## src/pid_consts.svh

```systemverilog
// Constants of the pin interrupt detector: register indices, reset values, field positions.
// Assumes inclusion by bare name from the detector sources.
`ifndef PID_CONSTS_SVH
`define PID_CONSTS_SVH

`define PID_IDX_MODE 8'h9a
`define PID_IDX_POLARITY 8'h9b
`define PID_IDX_ENABLE 8'h9c
`define PID_IDX_FLAGS 8'h9d
`define PID_IDX_EXT_CTRL 8'ha0

`define PID_RST_BYTE 8'h00
`define PID_RST_TRIG 2'h0
`define PID_RST_PIN_IDLE 2'h3

`define PID_EXT_TRIG_LSB 0
`define PID_EXT_FLAG_LSB 2

`define PID_MIN_HOLD_CYCLES 2

`endif

```

## src/pid_pkg.sv

```systemverilog
// Types shared by the pin interrupt detector modules.
// Assumes pid_consts.svh for the numeric constants.
package pid_pkg;

	typedef enum logic [2:0] {
		PID_SEL_NONE = 3'b000,
		PID_SEL_MODE = 3'b001,
		PID_SEL_POLARITY = 3'b010,
		PID_SEL_ENABLE = 3'b011,
		PID_SEL_FLAGS = 3'b100,
		PID_SEL_EXT_CTRL = 3'b101
	} pid_sel_t;

	typedef struct packed {
		logic [7:0] sync1;
		logic [7:0] sync2;
		logic [7:0] prev;
		logic [1:0] primed;
		logic [7:0] hit;
	} pid_port_state_t;

	typedef struct packed {
		logic [1:0] ext_sync1;
		logic [1:0] ext_sync2;
		logic [1:0] ext_prev;
		logic ext_primed;
		logic [1:0] trig_type;
		logic [1:0] ext_flag;
		logic [7:0] mode;
		logic [7:0] polarity;
		logic [7:0] enable;
		logic [7:0] flags;
		logic port_irq;
		logic wake_req;
		logic [31:0] prdata;
		logic pready;
		logic pslverr;
	} pid_top_state_t;

endpackage

```

## src/pid_det_if.sv

```systemverilog
// Carrier between the register block and the port pin detector.
// Assumes both ends run on the same clock.
`timescale 1ns/1ps
interface pid_det_if;
	logic [7:0] mode;
	logic [7:0] polarity;
	logic [7:0] enable;
	logic [7:0] hit;

	modport ctrl (output mode, output polarity, output enable, input hit);
	modport det (input mode, input polarity, input enable, output hit);
endinterface // pid_det_if

```

## src/pid_port_detect.sv

```systemverilog
// Port 1 pin interrupt detector: synchronises eight pins and reports enabled conditions.
// Assumes raw asynchronous pins and configuration from the register block on pclk.
`timescale 1ns/1ps
module pid_port_detect
	import pid_pkg::*;
#(
	parameter int WIDTH = 8
) (
	input wire logic pclk,
	input wire logic presetn,
	input wire logic [WIDTH-1:0] port1_pin_n,
	pid_det_if.det det
);

	pid_port_state_t st;
	pid_port_state_t next_st;
	logic [7:0] cond;

	always_comb begin
		next_st = st;
		next_st.sync1 = port1_pin_n;
		next_st.sync2 = st.sync1;
		next_st.prev = st.sync2;
		// The previous sample is trusted after one real sample, while it still holds its reset zero, so a high pin can look like a rising edge.
		next_st.primed = {st.primed[0], 1'b1};
		for (int i = 0; i < WIDTH; i++) begin
			if (det.mode[i]) begin
				cond[i] = det.polarity[i] ? (st.sync2[i] & ~st.prev[i]) : (~st.sync2[i] & st.prev[i]);
			end else begin
				cond[i] = det.polarity[i] ? (st.sync2[i] & st.prev[i]) : (~st.sync2[i] & ~st.prev[i]);
			end
		end
		next_st.hit = st.primed[1] ? (cond & det.enable) : 8'h00;
	end

	always_ff @(posedge pclk or negedge presetn) begin
		if (!presetn) begin
			st <= '0;
		end else begin
			st <= next_st;
		end
	end

	assign det.hit = st.hit;

endmodule // pid_port_detect

```

## src/pid_top.sv

```systemverilog
// Pin interrupt detector: two dedicated request pins and eight port 1 pin interrupts behind APB.
// Assumes an APB master on pclk, asynchronous pins, and service acknowledge pulses from the CPU.
//
// Our own choice: register access over APB.
`timescale 1ns/1ps
`include "pid_consts.svh"

// Notes on behaviour
// - Trigger type 0: a sampled low on the request pin is the request.
// - Trigger type 1: high sample then low sample sets the request flag.
// - Each dedicated pin is sampled once per clock; one low sample is enough for a level request.
// - Edge-mode request flag clears when the CPU enters the service routine.
// - Enabled port pin interrupts or either request pin wake from power-down.
// - Eight port 1 pins, each detecting high, low, rising or falling.
// - Mode bit 0 selects level detection, 1 selects edge detection.
// - Polarity bit 0 selects low or falling, 1 high or rising.
// - Port pins sampled every clock; level needs two successive samples.
// - Edge mode detects a change between samples in the chosen direction.
// - A flag bit sets for a detected condition on an enabled pin or for a software write of 1.
// - Enable bit 0 disables, 1 enables the matching pin interrupt.
// - Port flags stay set until software clears them; hardware never does.
module pid_top
	import pid_pkg::*;
#(
	parameter int ADDR_WIDTH = 12,
	parameter int PORT_WIDTH = 8
) (
	input wire logic pclk,
	input wire logic presetn,
	input wire logic psel,
	input wire logic penable,
	input wire logic pwrite,
	input wire logic [ADDR_WIDTH-1:0] paddr,
	input wire logic [31:0] pwdata,
	input wire logic [3:0] pstrb,
	output logic [31:0] prdata,
	output logic pready,
	output logic pslverr,
	input wire logic ext_request_pin_zero,
	input wire logic ext_request_pin_one,
	input wire logic [PORT_WIDTH-1:0] port1_pin_n,
	input wire logic svc_ack_zero,
	input wire logic svc_ack_one,
	input wire logic power_down,
	output logic ext_request_flag_zero,
	output logic ext_request_flag_one,
	output logic port_irq,
	output logic wake_req
);

	pid_top_state_t st;
	pid_top_state_t next_st;
	pid_det_if det_bus ();

	logic [1:0] svc_ack;
	logic setup_phase;
	logic access_done;
	logic wr_done;
	pid_sel_t rd_sel;
	pid_sel_t wr_sel;
	logic [7:0] wr_byte;
	logic [7:0] next_flags;

	// Index of a register to its word address; printed offsets are not word aligned.
	function automatic logic [ADDR_WIDTH-1:0] pid_word_addr(input logic [7:0] idx);
		pid_word_addr = ADDR_WIDTH'({idx, 2'b00});
	endfunction

	// Shared decode for the read and write paths; unmapped addresses give PID_SEL_NONE.
	function automatic pid_sel_t pid_decode(input logic [ADDR_WIDTH-1:0] addr);
		if (addr == pid_word_addr(`PID_IDX_MODE)) begin
			pid_decode = PID_SEL_MODE;
		end else if (addr == pid_word_addr(`PID_IDX_POLARITY)) begin
			pid_decode = PID_SEL_POLARITY;
		end else if (addr == pid_word_addr(`PID_IDX_ENABLE)) begin
			pid_decode = PID_SEL_ENABLE;
		end else if (addr == pid_word_addr(`PID_IDX_FLAGS)) begin
			pid_decode = PID_SEL_FLAGS;
		end else if (addr == pid_word_addr(`PID_IDX_EXT_CTRL)) begin
			pid_decode = PID_SEL_EXT_CTRL;
		end else begin
			pid_decode = PID_SEL_NONE;
		end
	endfunction

	pid_port_detect #(
		.WIDTH(PORT_WIDTH)
	) u_port_detect (
		.pclk(pclk),
		.presetn(presetn),
		.port1_pin_n(port1_pin_n),
		.det(det_bus.det)
	);

	assign det_bus.mode = st.mode;
	assign det_bus.polarity = st.polarity;
	assign det_bus.enable = st.enable;

	assign svc_ack = {svc_ack_one, svc_ack_zero};
	assign setup_phase = psel & ~penable;
	assign access_done = psel & penable & st.pready;
	assign wr_done = access_done & pwrite & ~st.pslverr;
	assign rd_sel = pid_decode(paddr);
	assign wr_sel = pid_decode(paddr);
	// Only the low byte lane carries register data; a write without it changes nothing.
	assign wr_byte = pwdata[7:0];

	always_comb begin
		next_st = st;

		next_st.ext_sync1 = {ext_request_pin_one, ext_request_pin_zero};
		next_st.ext_sync2 = st.ext_sync1;
		next_st.ext_prev = st.ext_sync2;
		next_st.ext_primed = 1'b1;

		for (int i = 0; i < 2; i++) begin
			if (st.trig_type[i]) begin
				if (st.ext_primed && st.ext_prev[i] && !st.ext_sync2[i]) begin
					next_st.ext_flag[i] = 1'b1;
				end else if (svc_ack[i]) begin
					next_st.ext_flag[i] = 1'b0;
				end
			end else begin
				next_st.ext_flag[i] = ~st.ext_sync2[i];
			end
		end

		if (wr_done && pstrb[0]) begin
			case (wr_sel)
				PID_SEL_MODE: begin
					next_st.mode = wr_byte;
				end
				PID_SEL_POLARITY: begin
					next_st.polarity = wr_byte;
				end
				PID_SEL_ENABLE: begin
					next_st.enable = wr_byte;
				end
				PID_SEL_EXT_CTRL: begin
					next_st.trig_type = wr_byte[`PID_EXT_TRIG_LSB +: 2];
					// A change of a pin's trigger type drops that pin's pending request, edge or level.
					if (wr_byte[`PID_EXT_TRIG_LSB +: 2] != st.trig_type) begin
						next_st.ext_flag = next_st.ext_flag & ~(st.trig_type ^ wr_byte[`PID_EXT_TRIG_LSB +: 2]);
					end
				end
				default: begin
				end
			endcase
		end

		next_flags = st.flags;
		if (wr_done && pstrb[0] && wr_sel == PID_SEL_FLAGS) begin
			next_flags = wr_byte;
		end
		next_st.flags = next_flags | det_bus.hit;

		next_st.port_irq = |next_st.flags;

		next_st.wake_req = power_down & ((|next_st.flags) | (|next_st.ext_flag));

		// Registered answer: read data are captured in the setup cycle, so there is no wait state.
		next_st.pready = setup_phase;
		if (setup_phase) begin
			next_st.pslverr = (rd_sel == PID_SEL_NONE);
			case (rd_sel)
				PID_SEL_MODE: begin
					next_st.prdata = {24'h000000, st.mode};
				end
				PID_SEL_POLARITY: begin
					next_st.prdata = {24'h000000, st.polarity};
				end
				PID_SEL_ENABLE: begin
					next_st.prdata = {24'h000000, st.enable};
				end
				PID_SEL_FLAGS: begin
					next_st.prdata = {24'h000000, st.flags};
				end
				PID_SEL_EXT_CTRL: begin
					next_st.prdata = {28'h0000000, st.ext_flag, st.trig_type};
				end
				default: begin
					next_st.prdata = 32'h00000000;
				end
			endcase
		end else if (access_done) begin
			next_st.pslverr = 1'b0;
			next_st.prdata = 32'h00000000;
		end
	end

	always_ff @(posedge pclk or negedge presetn) begin
		if (!presetn) begin
			st.ext_sync1 <= `PID_RST_PIN_IDLE;
			st.ext_sync2 <= `PID_RST_PIN_IDLE;
			st.ext_prev <= `PID_RST_PIN_IDLE;
			st.ext_primed <= 1'b0;
			st.trig_type <= `PID_RST_TRIG;
			st.ext_flag <= 2'h0;
			st.mode <= `PID_RST_BYTE;
			st.polarity <= `PID_RST_BYTE;
			st.enable <= `PID_RST_BYTE;
			st.flags <= `PID_RST_BYTE;
			st.port_irq <= 1'b0;
			st.wake_req <= 1'b0;
			st.prdata <= 32'h00000000;
			st.pready <= 1'b0;
			st.pslverr <= 1'b0;
		end else begin
			st <= next_st;
		end
	end

	assign prdata = st.prdata;
	assign pready = st.pready;
	assign pslverr = st.pslverr;
	assign ext_request_flag_zero = st.ext_flag[0];
	assign ext_request_flag_one = st.ext_flag[1];
	assign port_irq = st.port_irq;
	assign wake_req = st.wake_req;

endmodule // pid_top

```

## config.mk

```make
export PLATFORM = sky130hd
export DESIGN_NAME = pid_top
export DESIGN_NICKNAME = d
export VERILOG_FILES = /design/src/pid_pkg.sv /design/src/pid_det_if.sv /design/src/pid_port_detect.sv /design/src/pid_top.sv
export VERILOG_INCLUDE_DIRS = /design/src
export SDC_FILE = /design/constraint.sdc
export NUM_CORES = 1
export LEC_CHECK = 0
export BUFFER_PORTS_ARGS = -buffer_cell sky130_fd_sc_hd__buf_2
export CAP_MARGIN = 20
export CORE_MARGIN = 2
export CORE_UTILIZATION = 42
export DETAILED_ROUTE_END_ITERATION = 10
export PLACE_DENSITY = 0.69
export REMOVE_ABC_BUFFERS = 1
export SLEW_MARGIN = 20
export SYNTH_ARGS = -nofsm -noshare
export SYNTH_HDL_FRONTEND = slang
export SYNTH_SLANG_ARGS = --single-unit
export TNS_END_PERCENT = 20
```

## constraint.sdc

```tcl
create_clock -name pclk -period 1.65 [get_ports pclk]
set_input_delay 0.165 -clock pclk [delete_from_list [all_inputs] [get_ports pclk]]
set_output_delay 0.165 -clock pclk [all_outputs]
set_load 0.1 [all_outputs]
```

# Word-level counts from Yosys, hierarchy flattened
# Cells that the tools add are included.
[word_totals] ff_bits=113 inputBits=66 out_inout_bits=38 elab_cells=159
[op_classes] n_eq_ne=11 n_mux=48 bitwise_logic=64 reduce_logical=16
[op_table] operator="2-to-1 mux 32 bit" count=2
[op_table] operator="== test 12 x 10 -> 1 bit, second input constant" count=5
[op_table] operator="2-to-1 mux 8 bit" count=5
[op_table] operator="case mux 8 bit (5 select lines)" count=1
[op_table] operator="AND 1 bit" count=38
[op_table] operator="2-to-1 mux 1 bit" count=32
[op_table] operator="2-to-1 mux 26 bit" count=1
[op_table] operator="inverter 1 bit" count=20
[op_table] operator="2-to-1 mux 3 bit" count=5
[op_table] operator="AND 8 bit" count=1
[op_table] operator="bitwise OR 8 bit" count=1
[op_table] operator="AND reduction 2 bit" count=4
[op_table] operator="OR reduction 8 bit" count=1
[op_table] operator="== test 3 x 2 -> 1 bit, second input constant" count=2
[op_table] operator="== test 3 bit, second input constant" count=2
[op_table] operator="logical AND 1 bit" count=6
[op_table] operator="2-to-1 mux 2 bit" count=2
[op_table] operator="== test 3 x 1 -> 1 bit, second input constant" count=1
[op_table] operator="logical NOT 3 bit" count=1
[op_table] operator="AND 2 bit" count=1
[op_table] operator="logical NOT 1 bit" count=2
[op_table] operator="!= test 2 bit" count=1
[op_table] operator="inverter 2 bit" count=1
[op_table] operator="nonzero test 2 bit" count=1
[op_table] operator="other kinds (3)" count=3

# Longest topological paths before layout
[depth] word_depth=13 depth_mapped=7 mapped_depth_nobuf=5

# Cells and area by module
# Synthesis repeated with hierarchy kept, for this count alone.
[hier_totals] cells_unflattened=324 area_unflattened_um2=4006.3
[modules_own_cells] mod="pid_top" n_inst=1 cells_each=248 area_each_um2=2790.2 seq_area_each_um2=1383.8
[modules_own_cells] mod="pid_port_detect" n_inst=1 cells_each=76 area_each_um2=1216.2 seq_area_each_um2=850.8

# Worst setup path before layout
# No wires, ideal clock.
[synth_timing] kind="register -> register" start="register pready (netlist name)" end="register wake_req (netlist name)" setup_ns=0.124 arrival_ns=2.384 required_ns=1.526 path_slack_ns=-0.857 path_stages_with_launch=7 n_path_buf=1 period_less_slack_ns=2.507 cell_sequence="dfrtp_1 -> nand4_1 -> nor3b_2 -> and4_1 -> buf_6 -> mux2_2 -> o31a_1"

# Worst setup path after layout
[layout_timing] start="register pready (netlist name)" end="register det_bus.polarity[3] (netlist name)"
[layout_between] elab_chain_cells=5
[layout_rtl] item="AND 1 bit" line="pid_top.sv:101" text="assign access_done = psel & penable & st.pready;"
[layout_rtl] item="AND 1 bit (2 in series)" line="pid_top.sv:102" text="assign wr_done = access_done & pwrite & ~st.pslverr;"
[layout_rtl] item="logical AND 1 bit" line="pid_top.sv:128" text="if (wr_done && pstrb[0]) begin"
[layout_rtl] item="AND reduction 2 bit (no line)"
# Every way passes these cells.
# A chain may end at the register's enable or synchronous reset.

==> results_tabular.tex <==
\begin{tabular}{lr}
\hline
Metric & Value \\
\hline
\multicolumn{2}{l}{\textbf{Placed design}} \\
\quad Total half-perimeter wirelength after legalization and detailed placement & 5830 microns \\
\quad Placed inst area & 0.00424 sq mm \\
\quad Final weighted congestion in routability-driven placement & 0.793 \\
\quad Count of buffers from port buffering & 52 \\
\quad Count of placed standard cells including taps & 478 \\
\multicolumn{2}{l}{\textbf{Pwr}} \\
\quad Internal Power & 3.06 mW \\
\quad Combinational Power Share & 0.126 \\
\quad Switching share of total power & 0.288 \\
\quad Power density over the cells & 924 mW/mm\^{}2 \\
\quad Portion of total power attributed to sequential cells & 0.519 \\
\quad Peak VDD IR & 0.318 mV \\
\quad Power spent charging and discharging nets & 1.24 mW \\
\quad Leakage power total & 2.38 nW \\
\quad Fraction of power consumed by the clock network & 0.355 \\
\multicolumn{2}{l}{\textbf{Floorplanning}} \\
\quad Row cnt & 34 \\
\quad Die Footprint & 0.00998 sq mm \\
\quad I/O pins & 104 \\
\quad Initial Utilization & 0.439 \\
\quad Width of the die & 99.9 microns \\
\quad Die outline height & 99.9 microns \\
\quad Core Area & 0.00881 sq mm \\
\multicolumn{2}{l}{\textbf{Drt}} \\
\quad DRT Wirelength & 8180 microns \\
\quad Detailed-route wire length per cell & 16.1 microns \\
\quad Vias per std cell & 5.25 \\
\quad Detail Route Antenna Nets & 0 \\
\quad Detailed-routing iteration count for the pre-antenna-repair pass & 4 \\
\quad Total via count in the routed design & 2,671 \\
\quad Post-route DRC & 0 \\
\quad Initial drt markers & 127 \\
\multicolumn{2}{l}{\textbf{GRT}} \\
\quad Met3 global-route usage & 0.0411 \\
\quad Aggregate global-route resource usage & 0.170 \\
\quad Most congested layer reported by global routing & met2 \\
\quad Largest net degree at the start of global routing & 40 \\
\quad Remaining global-route overflow & 0 \\
\quad Initial antenna violation count & 0 \\
\quad Via count of the first global-routing pass & 2,630 \\
\quad GRT met1 Usage & 0.232 \\
\quad Met2 track demand over resource in global routing & 0.267 \\
\quad First-pass GRT wire length & 13,100 microns \\
\multicolumn{2}{l}{\textbf{Timing}} \\
\quad Crit path setup slack, layout & -62.0 ps \\
\quad Worst clock skew & 12.5 ps \\
\quad Number of setup violations in the final report & 17 \\
\quad Pins over their slew limit & 0 \\
\quad Number of hold violations in the final report & 0 \\
\quad Final min period & 1710 ps \\
\quad Slew at the pin with the worst max-slew slack & 562 ps \\
\quad Max Clk Rate & 0.584 GHz \\
\quad Final period utilization & 1.04 \\
\quad Tightest slew margin relative to the limit & 0.623 \\
\quad Setup repair after global routing missed its margin & true \\
\multicolumn{2}{l}{\textbf{Flow run}} \\
\quad Max-cap violations & 0 \\
\multicolumn{2}{l}{\textbf{Setup path}} \\
\quad Master of the slowest instance on the critical path & dfrtp\_1 \\
\quad Element type at the critical path start & register \\
\quad Max Fanout on Critical Path & 5 \\
\quad Setup CP Type & register to register \\
\quad R2R depth & 7 \\
\quad Crit. End Element & register \\
\quad Arrival time at the worst endpoint & 1960 ps \\
\quad Most common cell on crit path & buf\_4 \\
\quad Worst endpoint required time & 1890 ps \\
\quad Sequence of cells on the critical path & nand4\_1 > nor3b\_2 > buf\_4 > buf\_4 > and2\_4 > buf\_8 > mux2\_2 \\
\quad Critical Path Max Stage Delay & 360 ps \\
\multicolumn{2}{l}{\textbf{Clock network}} \\
\quad Number of H-tree levels & 3 \\
\quad CTS Root Buffer Type & clkbuf\_8 \\
\quad Clock sinks & 88 \\
\quad Clock network latency to the later pin of the worst-skew pair & 360 ps \\
\quad Maximum root-to-sink buffer count & 2 \\
\quad CTS tree & yes \\
\quad Clock-pin slew of the registers on the worst-case setup and hold paths & 90 ps \\
\quad TritonCTS buffer count & 9 \\
\multicolumn{2}{l}{\textbf{Yosys}} \\
\quad Synthesis Warnings & 0 \\
\quad Top flip-flop cell by instance count after synthesis & dfrtp\_1 \\
\quad Synth area leader & dfrtp\_1 \\
\quad Number of enable-type register cells in the synthesized netlist & 0 \\
\quad Area fraction of the dominant cell type after synthesis & 0.531 \\
\quad Netlist area before placement & 0.00386 sq mm \\
\quad Share of synthesized registers carrying an async set or reset & 1.00 \\
\quad Register area share after synthesis & 0.572 \\
\quad Yosys cell types & 44 \\
\quad Mapped Avg Cell Area & 12.3 sq um \\
\quad \#FFs+latches synth & 88 \\
\quad Cell types occupying the most area after synthesis & dfrtp\_1, mux2\_2, buf\_4 \\
\quad Number of standard cells after synthesis & 313 \\
\multicolumn{2}{l}{\textbf{Final layout}} \\
\quad Fillers & 760 \\
\quad Layout Cells excl Fill & 509 \\
\quad Fraction of layout instances using a drive strength above 1 & 0.354 \\
\quad Layout overhead on the synthesized area & 20.6\% \\
\quad Final non-filler cell area & 0.00466 sq mm \\
\quad Antenna fix cells & 0 \\
\quad Number of nets in the final layout & 462 \\
\multicolumn{2}{l}{\textbf{Worst hold path}} \\
\quad Worst hold path type & input port to register \\
\quad Worst hold path depth & 2 \\
\multicolumn{2}{l}{\textbf{Status}} \\
\quad Result of the run & complete, but fails checks \\
\quad Failing checks & setup timing \\
\hline
\end{tabular}
==> worst max-delay path, delay by kind of cell (launching register included) <==
kind	cells	cell delay, ps
flops	1	360
mux	1	330
buf+inv	3	400
simple gates	3	500
==> worst paths after layout <==
| kind | start | to | slack [ps] |
|---|---|---|---|
| hold reg to reg | u_port_detect.next_st[20] | u_port_detect.next_st[12] | 340 |
| setup reg to reg | pready | det_bus.polarity[3] | -60 |
| setup / recovery | pready | det_bus.polarity[3] | -60 |
| max in group asynchronous | presetn | st[73] | 810 |
| min in group asynchronous | presetn | u_port_detect.next_st[25] | 260 |
| hold / removal | power_down | wake_req | 30 |
==> kinds of logic (layout without fill, tap and decap cells) <==
logic type | count (synthesis) | count (layout) | share of synthesized area
DFF | 88 | 88 | 0.572
buffers and inverters | 45 | 110 | 0.0807
xor gates and xnor gates | 10 | 10 | 0.0227
muxes | 35 | 35 | 0.101
other | 2 | 25 | 0.00194
and+or+nand+nor | 81 | 81 | 0.128
AOI/OAI and AO/OA | 52 | 52 | 0.0936
==> stage by stage <==
step           hold slack (ps)   util  total power [mW]  setup TNS [ps]  setup WS, ps
2_1_floorplan             -131      -              2.62          -23630         -1060
3_3_place_gp               112  0.481              2.79           -1370          -103
3_5_place_dp               116  0.481              2.80           -2440          -150
4_1_cts                   11.6  0.519              4.36            -196         -25.0
5_1_grt                   22.5  0.529              4.48           -2890          -154
6_report                  26.8  0.529              4.31            -564         -62.0
==> per-layer routing <==
| metal | vias up | routed length, microns |
|---|---|---|
| li1 | 1232 | - |
| met1 | 1333 | 3780 |
| met2 | 94 | 3750 |
| met3 | 12 | 478 |
| met4 | 0 | 168 |
| met5 | - | 0 |
==> cell type report <==
| class | count | area (sq um) | share of cell area |
|---|---|---|---|
| clock inverter | 6 | 67.6 | 0.0145 |
| tap | 108 | 135 | 0.0290 |
| inverter | 3 | 11.3 | 0.00242 |
| multi-input combinational | 203 | 1460 | 0.314 |
| sequential | 88 | 2210 | 0.474 |
| timing repair buffer | 91 | 634 | 0.136 |
| clock buffer | 10 | 138 | 0.0295 |
==> layout by cell type, fill, tap and decap left out, types with 2 or more instances in the layout <==
| cell type | count |
|---|---|
| a2111oi_0 | 2 |
| buf_6 | 3 |
| nand4_1 | 3 |
| nor2b_1 | 10 |
| xor2_1 | 10 |
| a21oi_1 | 7 |
| a32o_1 | 2 |
| buf_12 | 2 |
| buf_4 | 22 |
| a211o_1 | 8 |
| mux2_2 | 29 |
| and2_0 | 2 |
| nand3_1 | 6 |
| nor2b_4 | 2 |
| mux2_4 | 2 |
| nor4_1 | 7 |
| buf_8 | 2 |
| nand2_1 | 22 |
| and3_1 | 5 |
| inv_1 | 3 |
| nor3_1 | 7 |
| o211a_1 | 4 |
| or3_1 | 5 |
| dfstp_2 | 6 |
| clkinvlp_4 | 2 |
| o21ai_0 | 12 |
| dlygate4sd3_1 | 11 |
| buf_2 | 51 |
| nor4b_4 | 2 |
| clkbuf_8 | 10 |
| dfrtp_1 | 82 |
| a31oi_1 | 6 |
| a22oi_1 | 6 |
| mux2i_1 | 4 |
| conb_1 | 25 |
==> power by group through the flow <==
stage	registers (mW)	clock network [mW]	logic, mW
after floorplan	2.33	0	0.288
after global placement	2.28	0	0.517
after detailed placement	2.28	0	0.522
after CTS	2.24	1.58	0.543
after global routing	2.24	1.66	0.576
final	2.24	1.53	0.543
==> registers in the layout, summed over array words and instances, names as in the netlist <==
register               cells
det_bus.enable             8
det_bus.mode               8
det_bus.polarity           8
ext_request_flag_one       1
ext_request_flag_zero      1
next_st                    4
port_irq                   1
prdata                     8
pready                     1
pslverr                    1
st                        12
u_port_detect.det.hit      8
u_port_detect.next_st     17
u_port_detect.st           9
wake_req                   1
==> cell usage after synthesis, types with 2 or more instances <==
master	count
nand4_1	3
dfrtp_1	82
nand2_1	22
mux2i_1	4
nor2b_1	12
a2111oi_0	2
buf_6	2
and4_1	2
a22oi_1	6
o21ai_0	12
inv_1	3
or3_1	5
dfstp_2	6
a31oi_1	6
and3_1	5
xor2_1	10
nand3_1	6
nor3_1	7
nor4b_4	2
clkbuf_2	2
mux2_2	31
conb_1	2
buf_2	4
a211o_1	8
buf_4	32
nor4_1	7
a32o_1	2
and2_0	2
a21oi_1	7
nand3_2	2
o211a_1	4
==> repair_timing <==
action | in CTS | in global routing
hold buffers | 11 | 0
buffers inserted | 0 | 5
pin swaps | 4 | 5
hold endpoints to repair | 36 | 0
resized for setup | 5 | 16
endpoints found under the setup margin | 33 | 33
(Power assumes the default switching activity.)
